===== src/rtl/ppc_pkg.sv =====
// constants for the port pin control block
package ppc_pkg;
    // port widths
    localparam int SP_W  = 8;             // serial-function port
    localparam int RX_W  = 8;             // mii receive port
    localparam int TX_W  = 7;             // mii transmit port
    localparam int MII_W = 7;             // pins taken by the mac
    localparam int IDX_W = 6;             // register index width
    // register indices, byte address is four times the index
    localparam logic [5:0] IDX_SP_PULL_EN  = 6'h0c;
    localparam logic [5:0] IDX_SP_PULL_SEL = 6'h0d;
    localparam logic [5:0] IDX_SP_OPEN_DR  = 6'h0e;
    localparam logic [5:0] IDX_RX_DATA     = 6'h10;
    localparam logic [5:0] IDX_RX_PIN_IN   = 6'h11;
    localparam logic [5:0] IDX_RX_DIR      = 6'h12;
    localparam logic [5:0] IDX_RX_RDRV     = 6'h13;
    localparam logic [5:0] IDX_RX_PULL_EN  = 6'h14;
    localparam logic [5:0] IDX_RX_POL_SEL  = 6'h15;
    localparam logic [5:0] IDX_RX_IRQ_EN   = 6'h16;
    localparam logic [5:0] IDX_RX_IRQ_FLG  = 6'h17;
    localparam logic [5:0] IDX_TX_DATA     = 6'h18;
    localparam logic [5:0] IDX_TX_PIN_IN   = 6'h19;
    localparam logic [5:0] IDX_TX_DIR      = 6'h1a;
    // address field positions
    localparam int ADDR_IDX_LSB = 2;
    localparam int ADDR_IDX_MSB = 7;
    // reset values
    localparam logic [7:0] RST_SP_PULL_EN  = 8'hff;
    localparam logic [7:0] RST_SP_PULL_SEL = 8'h00;
    localparam logic [7:0] RST_SP_OPEN_DR  = 8'h00;
    localparam logic [7:0] RST_RX_PULL_EN  = 8'h00;
    localparam logic [7:0] RST_ZERO8       = 8'h00;
    localparam logic [6:0] RST_ZERO7       = 7'h00;
    localparam logic [31:0] RST_ZERO32     = 32'h0000_0000;
    // bus encodings
    localparam logic [1:0] HTRANS_IDLE   = 2'b00;
    localparam logic [1:0] HTRANS_NONSEQ = 2'b10;
    localparam logic       HRESP_OKAY    = 1'b0;
endpackage : ppc_pkg


===== src/rtl/ppc_top.sv =====
// port pin control: serial port pulls, mii receive and transmit ports
//
// Notes on behaviour
// - serial pull acts on input or wired-or pins, never push-pull outputs
// - serial port pulls enabled, pull-up selected, out of reset
// - serial pull select 1 gives pull-down, 0 gives pull-up
// - serial open-drain drives low only, also for peripheral outputs
// - open-drain setting leaves input pins untouched
// - data read gives latch where the direction bit is 1, pin level where it is 0, also in mac external mode
// - pin input registers read pin levels always, writes ignored
// - direction bit 1 makes output, 0 makes input
// - reads settle within three cycles after a direction change
// - mac external mode: low seven receive pins carry mii receive inputs
// - mac external mode forces those receive pins to inputs
// - mac disabled: receive direction bits control pins again
// - reduced drive bit 1 gives weak drive, ignored on inputs
// - receive port pulls off at reset, act only on inputs
// - polarity 1: rising edge and pull-down; 0: falling edge and pull-up
// - per-pin interrupt enable, 0 masks the flag
// - active edge sets flag; write 1 clears, write 0 keeps
// - interrupt request while any enabled flag is set
// - mac external mode: transmit port carries mii transmit signals
// - transmit direction bits ignored while mac owns the port
//
// The AHB-Lite register port was chosen for this implementation.
`timescale 1ns/1ps
module ppc_top #(
    parameter int ADDR_W = 8                          // bus address width
) (
    input  wire logic                      clock,         // bus clock
    input  wire logic                      rst_b,         // async reset, low
    input  wire logic                      hsel,          // slave select
    input  wire logic [ADDR_W-1:0]         haddr,         // byte address
    input  wire logic [1:0]                htrans,        // transfer type
    input  wire logic                      hwrite,        // write transfer
    input  wire logic [2:0]                hsize,         // transfer size
    input  wire logic [31:0]               hwdata,        // write data
    input  wire logic                      hready,        // bus ready
    output logic                           hreadyout,     // slave ready
    output logic                           hresp,         // response
    output logic [31:0]                    hrdata,        // read data
    input  wire logic [ppc_pkg::SP_W-1:0]  sp_dir,        // serial pin dir
    input  wire logic [ppc_pkg::SP_W-1:0]  sp_dout,       // serial pin data
    output logic [ppc_pkg::SP_W-1:0]       sp_out,        // serial pad out
    output logic [ppc_pkg::SP_W-1:0]       sp_oe,         // serial pad enable
    output logic [ppc_pkg::SP_W-1:0]       sp_pull_en,    // serial pull on
    output logic [ppc_pkg::SP_W-1:0]       sp_pull_dn,    // serial pull down
    input  wire logic                      mii_ext_en,    // mac external phy
    input  wire logic [ppc_pkg::RX_W-1:0]  rxp_in,        // receive pad in
    output logic [ppc_pkg::RX_W-1:0]       rxp_out,       // receive pad out
    output logic [ppc_pkg::RX_W-1:0]       rxp_oe,        // receive pad enable
    output logic [ppc_pkg::RX_W-1:0]       rxp_rdrv,      // reduced drive
    output logic [ppc_pkg::RX_W-1:0]       rxp_pull_en,   // receive pull on
    output logic [ppc_pkg::RX_W-1:0]       rxp_pull_dn,   // receive pull down
    output logic [ppc_pkg::MII_W-1:0]      mii_rx,        // to mac receive
    output logic                           port_irq,      // interrupt request
    input  wire logic [ppc_pkg::TX_W-1:0]  txp_in,        // transmit pad in
    output logic [ppc_pkg::TX_W-1:0]       txp_out,       // transmit pad out
    output logic [ppc_pkg::TX_W-1:0]       txp_oe,        // transmit pad enable
    input  wire logic [ppc_pkg::MII_W-1:0] mii_tx_out,    // from mac
    input  wire logic [ppc_pkg::MII_W-1:0] mii_tx_oe,     // from mac
    output logic [ppc_pkg::MII_W-1:0]      mii_tx_in      // to mac
);
    import ppc_pkg::*;

    // software registers
    logic [SP_W-1:0]  sp_pe_q;
    logic [SP_W-1:0]  sp_ps_q;
    logic [SP_W-1:0]  sp_od_q;
    logic [RX_W-1:0]  rx_dat_q;
    logic [RX_W-1:0]  rx_dir_q;
    logic [RX_W-1:0]  rx_rdr_q;
    logic [RX_W-1:0]  rx_pe_q;
    logic [RX_W-1:0]  rx_ps_q;
    logic [RX_W-1:0]  rx_ie_q;
    logic [RX_W-1:0]  rx_fl_q;
    logic [TX_W-1:0]  tx_dat_q;
    logic [TX_W-1:0]  tx_dir_q;
    // pin synchronisers
    logic [RX_W-1:0]  rx_s1_q;
    logic [RX_W-1:0]  rx_s2_q;
    logic [RX_W-1:0]  rx_s3_q;
    logic [TX_W-1:0]  tx_s1_q;
    logic [TX_W-1:0]  tx_s2_q;
    // bus data phase state
    logic             acc;
    logic             wr_q;
    logic             rd_q;
    logic [IDX_W-1:0] idx_q;
    logic [7:0]       wb;
    logic             hreadyout_q;
    logic [31:0]      hrdata_q;
    // derived pin state
    logic [RX_W-1:0]  rx_edir;
    logic [RX_W-1:0]  rx_set;
    logic [RX_W-1:0]  rx_clr;
    logic [SP_W-1:0]  sp_act;

    assign hreadyout = hreadyout_q;
    assign hrdata    = hrdata_q;
    assign wb        = hwdata[7:0];

    // write strobe for one register in the data phase
    function automatic logic wr_hit(input logic [IDX_W-1:0] idx);
        wr_hit = wr_q && (idx_q == idx);
    endfunction : wr_hit

    // register read mux
    function automatic logic [7:0] rd_val(input logic [IDX_W-1:0] idx);
        rd_val = RST_ZERO8;
        unique case (idx)
            IDX_SP_PULL_EN:  rd_val = sp_pe_q;
            IDX_SP_PULL_SEL: rd_val = sp_ps_q;
            IDX_SP_OPEN_DR:  rd_val = sp_od_q;
            IDX_RX_DATA:     rd_val = (rx_dir_q & rx_dat_q) | (~rx_dir_q & rx_s2_q);
            IDX_RX_PIN_IN:   rd_val = rx_s2_q;
            IDX_RX_DIR:      rd_val = rx_dir_q;
            IDX_RX_RDRV:     rd_val = rx_rdr_q;
            IDX_RX_PULL_EN:  rd_val = rx_pe_q;
            IDX_RX_POL_SEL:  rd_val = rx_ps_q;
            IDX_RX_IRQ_EN:   rd_val = rx_ie_q;
            IDX_RX_IRQ_FLG:  rd_val = rx_fl_q;
            IDX_TX_DATA:     rd_val = {1'b0, (tx_dir_q & tx_dat_q) | (~tx_dir_q & tx_s2_q)};
            IDX_TX_PIN_IN:   rd_val = {1'b0, tx_s2_q};
            IDX_TX_DIR:      rd_val = {1'b0, tx_dir_q};
            default:         rd_val = RST_ZERO8;
        endcase
    endfunction : rd_val

    // address phase taken only for a selected, ready, non-idle transfer
    assign acc = hsel && htrans[1] && hready;

    // data phase tracking; reads take one wait state
    always_ff @(posedge clock or negedge rst_b) begin
        if (!rst_b) begin
            wr_q        <= 1'b0;
            rd_q        <= 1'b0;
            idx_q       <= '0;
            hreadyout_q <= 1'b1;
        end else begin
            wr_q        <= acc && hwrite;
            rd_q        <= acc && !hwrite;
            hreadyout_q <= !(acc && !hwrite);
            if (acc) begin
                idx_q <= haddr[ADDR_IDX_MSB:ADDR_IDX_LSB];
            end
        end
    end

    // read data captured in the wait state, after any earlier write landed
    always_ff @(posedge clock or negedge rst_b) begin
        if (!rst_b) begin
            hrdata_q <= RST_ZERO32;
            hresp    <= HRESP_OKAY;
        end else begin
            hresp <= HRESP_OKAY;
            if (rd_q) begin
                hrdata_q <= {24'h00_0000, rd_val(idx_q)};
            end
        end
    end

    // serial port configuration registers
    always_ff @(posedge clock or negedge rst_b) begin
        if (!rst_b) begin
            sp_pe_q <= RST_SP_PULL_EN;
            sp_ps_q <= RST_SP_PULL_SEL;
            sp_od_q <= RST_SP_OPEN_DR;
        end else begin
            if (wr_hit(IDX_SP_PULL_EN))  sp_pe_q <= wb;
            if (wr_hit(IDX_SP_PULL_SEL)) sp_ps_q <= wb;
            if (wr_hit(IDX_SP_OPEN_DR))  sp_od_q <= wb;
        end
    end

    // receive and transmit port registers; input registers take no write
    always_ff @(posedge clock or negedge rst_b) begin
        if (!rst_b) begin
            rx_dat_q <= RST_ZERO8;
            rx_dir_q <= RST_ZERO8;
            rx_rdr_q <= RST_ZERO8;
            rx_pe_q  <= RST_RX_PULL_EN;
            rx_ps_q  <= RST_ZERO8;
            rx_ie_q  <= RST_ZERO8;
            tx_dat_q <= RST_ZERO7;
            tx_dir_q <= RST_ZERO7;
        end else begin
            if (wr_hit(IDX_RX_DATA))    rx_dat_q <= wb;
            if (wr_hit(IDX_RX_DIR))     rx_dir_q <= wb;
            if (wr_hit(IDX_RX_RDRV))    rx_rdr_q <= wb;
            if (wr_hit(IDX_RX_PULL_EN)) rx_pe_q  <= wb;
            if (wr_hit(IDX_RX_POL_SEL)) rx_ps_q  <= wb;
            if (wr_hit(IDX_RX_IRQ_EN))  rx_ie_q  <= wb;
            if (wr_hit(IDX_TX_DATA))    tx_dat_q <= wb[TX_W-1:0];
            if (wr_hit(IDX_TX_DIR))     tx_dir_q <= wb[TX_W-1:0];
        end
    end

    // two-stage pin synchronisers plus one history stage for edges
    always_ff @(posedge clock or negedge rst_b) begin
        if (!rst_b) begin
            rx_s1_q <= RST_ZERO8;
            rx_s2_q <= RST_ZERO8;
            rx_s3_q <= RST_ZERO8;
            tx_s1_q <= RST_ZERO7;
            tx_s2_q <= RST_ZERO7;
        end else begin
            rx_s1_q <= rxp_in;
            rx_s2_q <= rx_s1_q;
            rx_s3_q <= rx_s2_q;
            tx_s1_q <= txp_in;
            tx_s2_q <= tx_s1_q;
        end
    end

    // mac mode forces the low receive pins to input
    assign rx_edir = rx_dir_q & ~{1'b0, {MII_W{mii_ext_en}}};

    // active edge per pin from successive samples, selected by polarity
    assign rx_set = ~rx_edir & ((rx_ps_q & rx_s2_q & ~rx_s3_q)
                              | (~rx_ps_q & ~rx_s2_q & rx_s3_q));
    assign rx_clr = wr_hit(IDX_RX_IRQ_FLG) ? wb : RST_ZERO8;

    // sticky flags, a new edge wins over a clear
    always_ff @(posedge clock or negedge rst_b) begin
        if (!rst_b) begin
            rx_fl_q  <= RST_ZERO8;
            port_irq <= 1'b0;
        end else begin
            rx_fl_q  <= (rx_fl_q & ~rx_clr) | rx_set;
            port_irq <= |(rx_fl_q & rx_ie_q);
        end
    end

    // serial pull acts on inputs and wired-or outputs
    assign sp_act = sp_pe_q & (~sp_dir | sp_od_q);

    // serial pads, open-drain only releases a high level
    always_ff @(posedge clock or negedge rst_b) begin
        if (!rst_b) begin
            sp_out     <= RST_ZERO8;
            sp_oe      <= RST_ZERO8;
            sp_pull_en <= RST_ZERO8;
            sp_pull_dn <= RST_ZERO8;
        end else begin
            sp_out     <= sp_dout & ~sp_od_q;
            sp_oe      <= sp_dir & ~(sp_od_q & sp_dout);
            sp_pull_en <= sp_act;
            sp_pull_dn <= sp_ps_q;
        end
    end

    // receive pads and the mac receive inputs
    always_ff @(posedge clock or negedge rst_b) begin
        if (!rst_b) begin
            rxp_out     <= RST_ZERO8;
            rxp_oe      <= RST_ZERO8;
            rxp_rdrv    <= RST_ZERO8;
            rxp_pull_en <= RST_ZERO8;
            rxp_pull_dn <= RST_ZERO8;
            mii_rx      <= RST_ZERO7;
        end else begin
            rxp_out     <= rx_dat_q;
            rxp_oe      <= rx_edir;
            rxp_rdrv    <= rx_rdr_q & rx_edir;
            rxp_pull_en <= rx_pe_q & ~rx_edir;
            rxp_pull_dn <= rx_ps_q;
            mii_rx      <= rx_s2_q[MII_W-1:0];
        end
    end

    // transmit pads, taken over by the mac in external mode
    always_ff @(posedge clock or negedge rst_b) begin
        if (!rst_b) begin
            txp_out   <= RST_ZERO7;
            txp_oe    <= RST_ZERO7;
            mii_tx_in <= RST_ZERO7;
        end else begin
            txp_out   <= mii_ext_en ? mii_tx_out : tx_dat_q;
            txp_oe    <= mii_ext_en ? mii_tx_oe : tx_dir_q;
            mii_tx_in <= tx_s2_q;
        end
    end

    // checks on the pin, flag and bus read wait behaviour
    property p_sp_od_low;
        @(posedge clock) disable iff (!rst_b)
        ##1 ((sp_oe & sp_out & $past(sp_od_q)) == RST_ZERO8);
    endproperty
    a_sp_od_low: assert property (p_sp_od_low) else $error("open-drain drove high");

    property p_sp_pull_pp;
        @(posedge clock) disable iff (!rst_b)
        ##1 ((sp_pull_en & $past(sp_dir & ~sp_od_q)) == RST_ZERO8);
    endproperty
    a_sp_pull_pp: assert property (p_sp_pull_pp) else $error("pull on push-pull pin");

    property p_sp_in_od;
        @(posedge clock) disable iff (!rst_b)
        ##1 ((sp_oe & ~$past(sp_dir)) == RST_ZERO8);
    endproperty
    a_sp_in_od: assert property (p_sp_in_od) else $error("input pin driven");

    property p_rx_force;
        @(posedge clock) disable iff (!rst_b)
        mii_ext_en |=> (rxp_oe[MII_W-1:0] == RST_ZERO7);
    endproperty
    a_rx_force: assert property (p_rx_force) else $error("mii receive pin driven");

    property p_rx_back;
        @(posedge clock) disable iff (!rst_b)
        !mii_ext_en |=> (rxp_oe == $past(rx_dir_q));
    endproperty
    a_rx_back: assert property (p_rx_back) else $error("direction not restored");

    property p_tx_mii;
        @(posedge clock) disable iff (!rst_b)
        mii_ext_en |=> (txp_oe == $past(mii_tx_oe)) && (txp_out == $past(mii_tx_out));
    endproperty
    a_tx_mii: assert property (p_tx_mii) else $error("mac lost transmit port");

    property p_rdrv_in;
        @(posedge clock) disable iff (!rst_b)
        ##1 ((rxp_rdrv & ~rxp_oe) == RST_ZERO8);
    endproperty
    a_rdrv_in: assert property (p_rdrv_in) else $error("reduced drive on input");

    property p_edge_once;
        @(posedge clock) disable iff (!rst_b)
        ##1 ((rx_set & $past(rx_set)) == RST_ZERO8);
    endproperty
    a_edge_once: assert property (p_edge_once) else $error("edge seen twice");

    property p_flag_set;
        @(posedge clock) disable iff (!rst_b)
        |rx_set |=> ((rx_fl_q & $past(rx_set)) == $past(rx_set));
    endproperty
    a_flag_set: assert property (p_flag_set) else $error("edge lost");

    property p_irq;
        @(posedge clock) disable iff (!rst_b)
        |(rx_fl_q & rx_ie_q) |=> port_irq;
    endproperty
    a_irq: assert property (p_irq) else $error("irq not raised");

    property p_rd_wait;
        @(posedge clock) disable iff (!rst_b)
        (acc && !hwrite) |=> !hreadyout ##1 hreadyout;
    endproperty
    a_rd_wait: assert property (p_rd_wait) else $error("read wait state wrong");

    c_flag_clear: cover property (@(posedge clock) disable iff (!rst_b)
        |rx_fl_q ##1 wr_hit(IDX_RX_IRQ_FLG) ##1 (rx_fl_q == RST_ZERO8));
    c_mii_on: cover property (@(posedge clock) disable iff (!rst_b)
        $rose(mii_ext_en) ##2 |rx_dir_q);
    c_irq_up: cover property (@(posedge clock) disable iff (!rst_b) $rose(port_irq));
endmodule : ppc_top


===== config.mk =====
export PLATFORM = sky130hd
export DESIGN_NAME = ppc_top
export DESIGN_NICKNAME = d
export VERILOG_FILES = /design/src/rtl/ppc_pkg.sv /design/src/rtl/ppc_top.sv
export SDC_FILE = /design/constraint.sdc
export NUM_CORES = 1
export LEC_CHECK = 0
export BUFFER_PORTS_ARGS = -buffer_cell sky130_fd_sc_hd__buf_2
export CAP_MARGIN = 30
export CORE_ASPECT_RATIO = 0.75
export CORE_MARGIN = 4
export CORE_UTILIZATION = 48
export DETAILED_ROUTE_END_ITERATION = 8
export MAX_ROUTING_LAYER = met4
export PLACE_DENSITY_LB_ADDON = 0.3
export SLEW_MARGIN = 20
export SYNTH_ARGS = -nofsm -noshare
export SYNTH_HDL_FRONTEND = slang
export SYNTH_SLANG_ARGS = --single-unit

===== constraint.sdc =====
create_clock -name clock -period 1.79 [get_ports clock]
set_input_delay 0.4475 -clock clock [delete_from_list [all_inputs] [get_ports clock]]
set_output_delay 0.4475 -clock clock [all_outputs]
set_load 0.01 [all_outputs]

# Word level (Yosys, flattened, before mapping)
# Cells that the tools add are included.
# classes
addsub	0
multipliers	0
div_mod_pow	0
order_cmp	0
n_eq_ne	14
shifts	0
mux	4
bitwise_logic	34
n_reduce_logical	19
# ops
cell	count
$and A8 B8 Y8	16
$pmux W8 S14	1
$not A8 Y8	9
$eq A6 B5 Y1 const B	11
$or A8 B8 Y8	4
$eq A6 B4 Y1 const B	3
$logic_and A1 B1 Y1	16
$and A7 B7 Y7	2
$mux W7	2
$mux W8	1
$not A7 Y8	1
$reduce_or A8 Y1	1
$not A7 Y7	1
$or A7 B7 Y7	1
$logic_not A1 Y1	2
# totals
register_bits	250
latch_bits	0
ram_bits	0
rom_bits	0
inputBits	96
out_inout_bits	135
elab_cells	107
mem_count	0

# Longest topological paths before layout
# Gate-level depths: netlist of the first run.
# depth
word_depth	6
ltp_mapped	7
depth_no_buf	5

# Worst setup path after synthesis of the first run
# No wires, ideal clock.
# synth_timing
path_kind	register -> register
start	register idx_q[5]
end	register rx_ps_q[5]
setup_time_ps	125
t_arrival_ps	1661
required_ps	1665
path_slack_ps	4
stages_incl_launch_ff	7
n_path_buf	2
synth_period_minus_slack_ps	1786
cell_sequence	dfrtp_1 > clkbuf_2 > nor3b_4 > and2_1 > and3_1 > buf_2 > mux2_2
# synth_between
elab_chain_cells	2
# synth_lines
element	line_no	source
start: declaration	ppc_top.sv:89	logic [IDX_W-1:0] idx_q;
start signal: assignment	ppc_top.sv:145	idx_q <= haddr[ADDR_IDX_MSB:ADDR_IDX_LSB];
$eq A6 B5 Y1	ppc_top.sv:105	wr_hit = wr_q && (idx_q == idx);
$logic_and A1 B1 Y1	ppc_top.sv:105	
end signal: assignment	ppc_top.sv:192	if (wr_hit(IDX_RX_POL_SEL)) rx_ps_q <= wb;
end: declaration	ppc_top.sv:74	logic [RX_W-1:0] rx_ps_q;
# No other way between the ends.
# A chain may end at the register's enable or synchronous reset.

# Final worst setup path of the first run
# layout_timing
start	register idx_q[1]
end	register sp_ps_q[1]
# layout_between
elab_chain_cells	2
# layout_lines
element	line_no	source
$eq A6 B4 Y1	ppc_top.sv:105	
$logic_and A1 B1 Y1	ppc_top.sv:105	
end signal: assignment	ppc_top.sv:171	if (wr_hit(IDX_SP_PULL_SEL)) sp_ps_q <= wb;
end: declaration	ppc_top.sv:68	logic [SP_W-1:0] sp_ps_q;
# No other way between the ends.

==> qor.txt, run 1 <==
Combinational fraction of design power: 0.151
Clk Latency, worst-skew pair: 0.51 ns
Ys Warns: 0
Io pins: 231
Worst vdd ir: 0.000796 V
Reg2Reg Capture Point: sp_ps_q[1]$_DFFE_PN0P_
H-tree Lvls: 1
Initial antenna violation count: 0
Vias in the first global route: 6632
Sequential area share after synthesis: 0.637
CP required: 2.18 ns
Max FO, Critical Path: 5
Cell Rows: 44
Worst Reg2Reg Path Length in Cells: 7
Die height: 130 um
Place WS: -0.102 ns
Count of state elements after synthesis: 243
Layout cells sized above 1: 0.451
Top cell type's share of synthesized area: 0.613
Netlist cell types: 60
Clock sinks: 243
Clock share of power: 0.381
Syn avg cell area: 13.3 sq um
IO buf count: 175
Reg power frac: 0.468
FF-to-FF setup slack: 0.03 ns
Post-Synthesis Cells: 717
Final Cell Area: 12100 sq um
Root buffer cell: clkbuf_16
Area leader, netlist: dfrtp_1
HP Start: txp_in[4]
Drt pass-1 iters: 6
GRT overflow: 0
Final worst slack: 0.0266 ns
HP Class: in -> reg
Worst slew margin: 0.626
DR WL/cell: 20.1 um
Post-Route WL: 24.4 mm
Core area: 19400 sq um
Sw Ratio: 0.259
Psw: 0.00339 W
Cts bufs inserted: 24
Final period utilization: 0.985
Remaining antenna violation count: 0
Synthesis-to-layout area growth: 26.8%
Drt drc: 0
Startpoint types: flip-flop
Skew final: 0.00843 ns
Slew @ Worst Pin: 0.560 ns
Max Buffers Root-to-Sink: 3
Starting Density: 0.492
CTS tree: built
N_diodes: 0
Hold Path Cell Cnt: 1
Clock-pin transition on the worst setup and hold timing paths: 0.06 ns
Layout Utilization: 0.624
Via count: 6443
Power Density: 1080 nW/um^2
Chip width: 171 um
Synth top area cells: dfrtp_1 (61%), mux2_2 (12%), buf_4 (2.7%), dfstp_2 (2.5%), nor2b_1 (2.3%)
Detailed Place HPWL: 17.6 mm
Top_reg_cell synth: dfrtp_1
Tmin final: 1.76 ns
Critical Setup Path Class: reg -> reg
Leakage: 5.87 nW
Placer Congestion: 0.933
Max-slew violation count: 0
DR iter-0 viols: 552
Reg2reg start: idx_q[1]$_DFFE_PN0P_
Critical Path Sink Type: flip-flop
RSZ-0062 raised after global routing: yes
Fmax: 0.567 GHz
Max cap viols: 0
Post-synth design cell area: 9560 sq um
Final Hold Violating Endpoints: 0
Total global-route track usage: 0.228
Largest net degree at the start of global routing: 51
Dpl cell area: 11100 sq um
Vias per cell: 5.29
Final Net Count: 1042
Final setup vio count: 0
CP Data Arrival Time: 2.15 ns
Die Area: 22300 sq um
Hold worst-path end: tx_s1_q[4]$_DFF_PN0_
P_int: 0.00972 W
Post-synth EDFFs: 0
Asr flop ratio synth: 1.00
Status: complete, no violations
Global-route wire length before repair: 37.7 mm
power by group through the flow:
stage	sequential [W]	clock, W	combinational [W]
6_report	0.00614	0.00499	0.00197
3_5_place_dp	0.00624	0	0.00176
5_1_grt	0.00618	0.00535	0.00213
2_1_floorplan	0.00623	0	0.000899
4_1_cts	0.00613	0.00508	0.00191
3_3_place_gp	0.00622	0	0.00173
flip-flops by register name, summed over array words and instances, names as in the netlist, 8 cells and up:
| register | flops |
|---|---|
| rx_ie_q | 8 |
| sp_pull_dn | 8 |
| rx_ps_q | 8 |
| hrdata | 8 |
| sp_pe_q | 8 |
| rx_s1_q | 8 |
| sp_pull_en | 8 |
| rxp_oe | 8 |
| sp_oe | 8 |
| sp_ps_q | 8 |
| rxp_rdrv | 8 |
| sp_out | 8 |
| rx_dir_q | 8 |
| rx_dat_q | 8 |
| rxp_out | 8 |
| rx_fl_q | 8 |
| sp_od_q | 8 |
| rx_rdr_q | 8 |
| rx_s2_q | 8 |
| rx_pe_q | 8 |
| rxp_pull_en | 8 |
| rxp_pull_dn | 8 |
cells in the mapped netlist (13+ instances only):
cell type	n
inv_1	13
mux2_2	102
nand2_1	49
a21oi_1	25
nor2b_1	35
dfrtp_1	234
clkbuf_1	14
nor2_1	26
o2bb2ai_1	13
o21ai_0	19
mux2i_1	16
a21boi_0	16
buf_4	35
critical path, cell delays in order, from the launching register on:
cell     delay (ns)
dfrtp_2        0.44
buf_6          0.14
buf_4          0.14
nor2b_4        0.13
buf_6          0.13
and3_1         0.18
buf_4          0.15
mux2_2         0.33
cell usage in the layout, fill, tap and decap left out, types with 3 or more instances in the layout:
cell and count:
nor2_1 25, o2bb2ai_1 12, a21boi_0 16, inv_1 13
a41oi_1 3, nand3_1 5, buf_12 10, buf_2 174
a211oi_2 5, nand2_1 48, clkbuf_16 25, clkinv_2 4
and3_1 3, a22oi_1 6, nand2_4 3, dfstp_2 9
a31oi_1 5, and2_1 9, nor2b_1 34, dfrtp_1 232
buf_4 52, conb_1 25, o31ai_1 3, nand2b_1 3
a211oi_1 3, mux2_2 101, clkbuf_8 5, clkinvlp_4 4
mux2i_1 14, o21ai_0 19, a21oi_1 24, buf_6 4
nor3b_1 3, clkbuf_1 5, nor2_2 4
worst max path at each step:
stage | startpoint | to | slack [ns]
6_report | idx_q[1]$_DFFE_PN0P_ | sp_ps_q[1]$_DFFE_PN0P_ | 0.03
5_1_grt | idx_q[1]$_DFFE_PN0P_ | hrdata[6]$_DFFE_PN0P_ | -0.01
4_1_cts | idx_q[1]$_DFFE_PN0P_ | hrdata[7]$_DFFE_PN0P_ | -0.03
3_5_place_dp | idx_q[1]$_DFFE_PN0P_ | rx_rdr_q[3]$_DFFE_PN0P_ | -0.10
3_3_place_gp | idx_q[1]$_DFFE_PN0P_ | hrdata[0]$_DFFE_PN0P_ | -0.01
2_1_floorplan | idx_q[5]$_DFFE_PN0P_ | rx_ps_q[5]$_DFFE_PN0P_ | 0.004
cell families after synthesis:
group / count (synthesis) / synth area share
AOI/OAI and AO/OA: 118 / 0.0844
other: 1 / 0.000392
buffers and inverters: 78 / 0.0463
DFF: 243 / 0.637
and+or+nand+nor: 155 / 0.0881
muxes: 120 / 0.142
xor gates and xnor gates: 2 / 0.00183
final cells by class:
type	instances	area, sq um
inverters	13	48.8
repair buffers	244	1580
clock buffers	35	713
multi-input cells	420	3290
clock inverters	9	80.1
fillers	1522	7310
well taps	253	317
flip-flops and latches	243	6090
per-layer routing:
layer | vias to the layer above | part of all wire | track usage
met3 | 45 | 0.077 | 0.0524
met1 | 3261 | 0.46 | 0.332
met2 | 229 | 0.45 | 0.332
met4 | 0 | 0.022 | 0.0503
li1 | 2908 | - | -
met5 | - | 0 | -
stage by stage:
| stage | cells | total power [W] | setup TNS (ns) | hold WS, ns |
|---|---|---|---|---|
| 6_report | 1217 | 0.0131 | 0 | 0.0400 |
| 5_1_grt | 1217 | 0.0137 | -0.0366 | 0.0227 |
| 4_1_cts | 1219 | 0.0131 | -0.0305 | 0.0228 |
| 3_5_place_dp | 1165 | 0.00799 | -0.674 | 0.336 |
| 3_3_place_gp | 1165 | 0.00796 | -0.0133 | 0.331 |
| 2_1_floorplan | 741 | 0.00713 | 0 | 0.152 |
timing repair:
action                                  4_1_cts  5_1_grt
setup buffers                                 8        0
resized for setup                            17       29
cloned                                        1        0
endpoints found under the setup margin       10       30
pin swaps                                     8        7
hold buffers                                  1        0
hold endpoints to repair                     35        0
Power figures use the tool's default switching activity.
==> inputs of run 2 (changes only) <==
==> constraint.sdc (replaced) <==
create_clock -name clock -period 1.79 [get_ports clock]
set_input_delay 0 -clock clock [delete_from_list [all_inputs] [get_ports clock]]
set_output_delay 0 -clock clock [all_outputs]
set_load 0.01 [all_outputs]
==> qor.txt, run 2 (synthesized netlist as in run 1, its figures left out) <==
Worst slew margin: 0.624
Synthesis-to-layout area growth: 31.1%
Max-slew violation count: 0
Worst-path cell chain: buf_4, and4bb_2, nand3_1, buf_4, mux2_2
Largest stage delay, worst path: 0.43 ns
Startpoint types: flip-flop
Final Cell Area: 12500 sq um
Clk Latency, worst-skew pair: 0.52 ns
Root buffer cell: clkbuf_16
Critical Path Most Common Cell: buf_4
# fillers: 1445
Detailed Place HPWL: 17.5 mm
CP max-delay cell: dfrtp_1
Vias per cell: 5.28
Remaining antenna violation count: 0
Cell Rows: 44
Vias in the first global route: 6819
Clock sinks: 243
H-tree Lvls: 1
Final Hold Violating Endpoints: 0
CP required: 2.19 ns
N_diodes: 0
GRT overflow: 0
Fmax: 0.572 GHz
Placer Congestion: 0.902
Final setup vio count: 0
Initial antenna violation count: 0
Power Density: 1030 nW/um^2
Dpl cell area: 11000 sq um
Skew final: 0.0128 ns
Slew @ Worst Pin: 0.564 ns
Cell family with most CP delay: simple AND/OR/NAND/NOR gates
Max FO, Critical Path: 7
Cts bufs inserted: 24
Layout cells sized above 1: 0.404
CTS tree: built
Post-Route WL: 25.6 mm
Critical Setup Path Class: reg -> reg
Die height: 130 um
DR WL/cell: 20.1 um
Total global-route track usage: 0.238
Global-route wire length before repair: 39.7 mm
Crit path buf inv count: 2
Clock-pin transition on the worst setup and hold timing paths: 0.07 ns
Die Area: 22300 sq um
Starting Density: 0.492
Tot Pwr: 0.0130 W
Tmin final: 1.75 ns
Most frequent cells in the layout: dfrtp_1 (232), buf_2 (174), mux2_2 (102), dlygate4sd3_1 (68), buf_4 (53)
Drt pass-1 iters: 5
Final period utilization: 0.976
IO buf count: 175
Drt drc: 0
Largest net degree at the start of global routing: 56
Max cap viols: 0
Final cell count without fillers: 1276
Critical Path Sink Type: flip-flop
Final Net Count: 1103
Status: complete, no violations
RSZ-0062 raised after global routing: yes
Via count: 6741
Most common cell after layout, fill and taps aside: dfrtp_1
Io pins: 231
Max Buffers Root-to-Sink: 3
Core area: 19400 sq um
DR iter-0 viols: 570
Chip width: 171 um
Layout Utilization: 0.645
CP Data Arrival Time: 2.15 ns
HP Class: in -> async
Worst vdd ir: 0.000691 V
Leakage: 6.07 nW
Post-Place Cells: 1161
run 2: worst paths after layout:
path | from | endpoint | slack (ns) | cells past startpoint
setup / recovery | idx_q[5]$_DFFE_PN0P_ | tx_dat_q[4]$_DFFE_PN0P_ | 0.04 | 5
hold / removal | rst_b | rx_s2_q[6]$_DFF_PN0_ | 0.02 | 2
setup reg to reg | idx_q[5]$_DFFE_PN0P_ | tx_dat_q[4]$_DFFE_PN0P_ | 0.04 | 5
hold reg to reg | tx_s1_q[1]$_DFF_PN0_ | tx_s2_q[1]$_DFF_PN0_ | 0.35 | 0
max in group asynchronous | rst_b | txp_oe[2]$_DFF_PN0_ | 1.11 | 3
min in group clock | mii_ext_en | txp_oe[5]$_DFF_PN0_ | 0.03 | 3
run 2: routing by layer:
layer,wire length [um],track usage
met1,11800,0.352
met2,11500,0.350
met3,1910,0.0460
met5,0,-
met4,382,0.0442
run 2: power by group:
part           switching [W]  internal, W  total [W]
clock                0.00209      0.00279    0.00488
combinational        0.00101     0.000909    0.00192
sequential          0.000277      0.00587    0.00615
total                0.00338      0.00957     0.0130
run 2: final cells by class:
| class | count | area [sq um] | share of cell area |
|---|---|---|---|
| clock buffers | 32 | 672 | 0.0536 |
| clock inverters | 10 | 88.8 | 0.00709 |
| inverters | 13 | 52.6 | 0.00419 |
| multi-input cells | 420 | 3180 | 0.254 |
| flip-flops and latches | 243 | 6090 | 0.486 |
| well taps | 253 | 317 | 0.0253 |
| repair buffers | 305 | 2130 | 0.170 |
run 2: what timing repair did:
action,CTS,global route
hold buffers,68,0
buffers inserted,3,2
setup endpoints to repair,2,55
hold endpoints to repair,394,0
gates resized for setup,2,20
pin swaps,0,8
run 2: worst reg2reg max path, stage by stage (launching register included):
cell	delay [ns]
dfrtp_1	0.43
buf_4	0.18
and4bb_2	0.41
nand3_1	0.13
buf_4	0.19
mux2_2	0.28
run 2: stage by stage:
stage / worst slack (ns) / hold WS [ns] / setup TNS [ns]
final: 0.0426 / 0.0170 / 0
after global routing: -0.0118 / 0.0357 / -0.116
after CTS: 0.00479 / 0.0144 / 0
after detailed placement: -0.0303 / -0.0458 / -0.0303
after global placement: 0.0542 / -0.0493 / 0
after floorplan: 0.00428 / -0.296 / 0
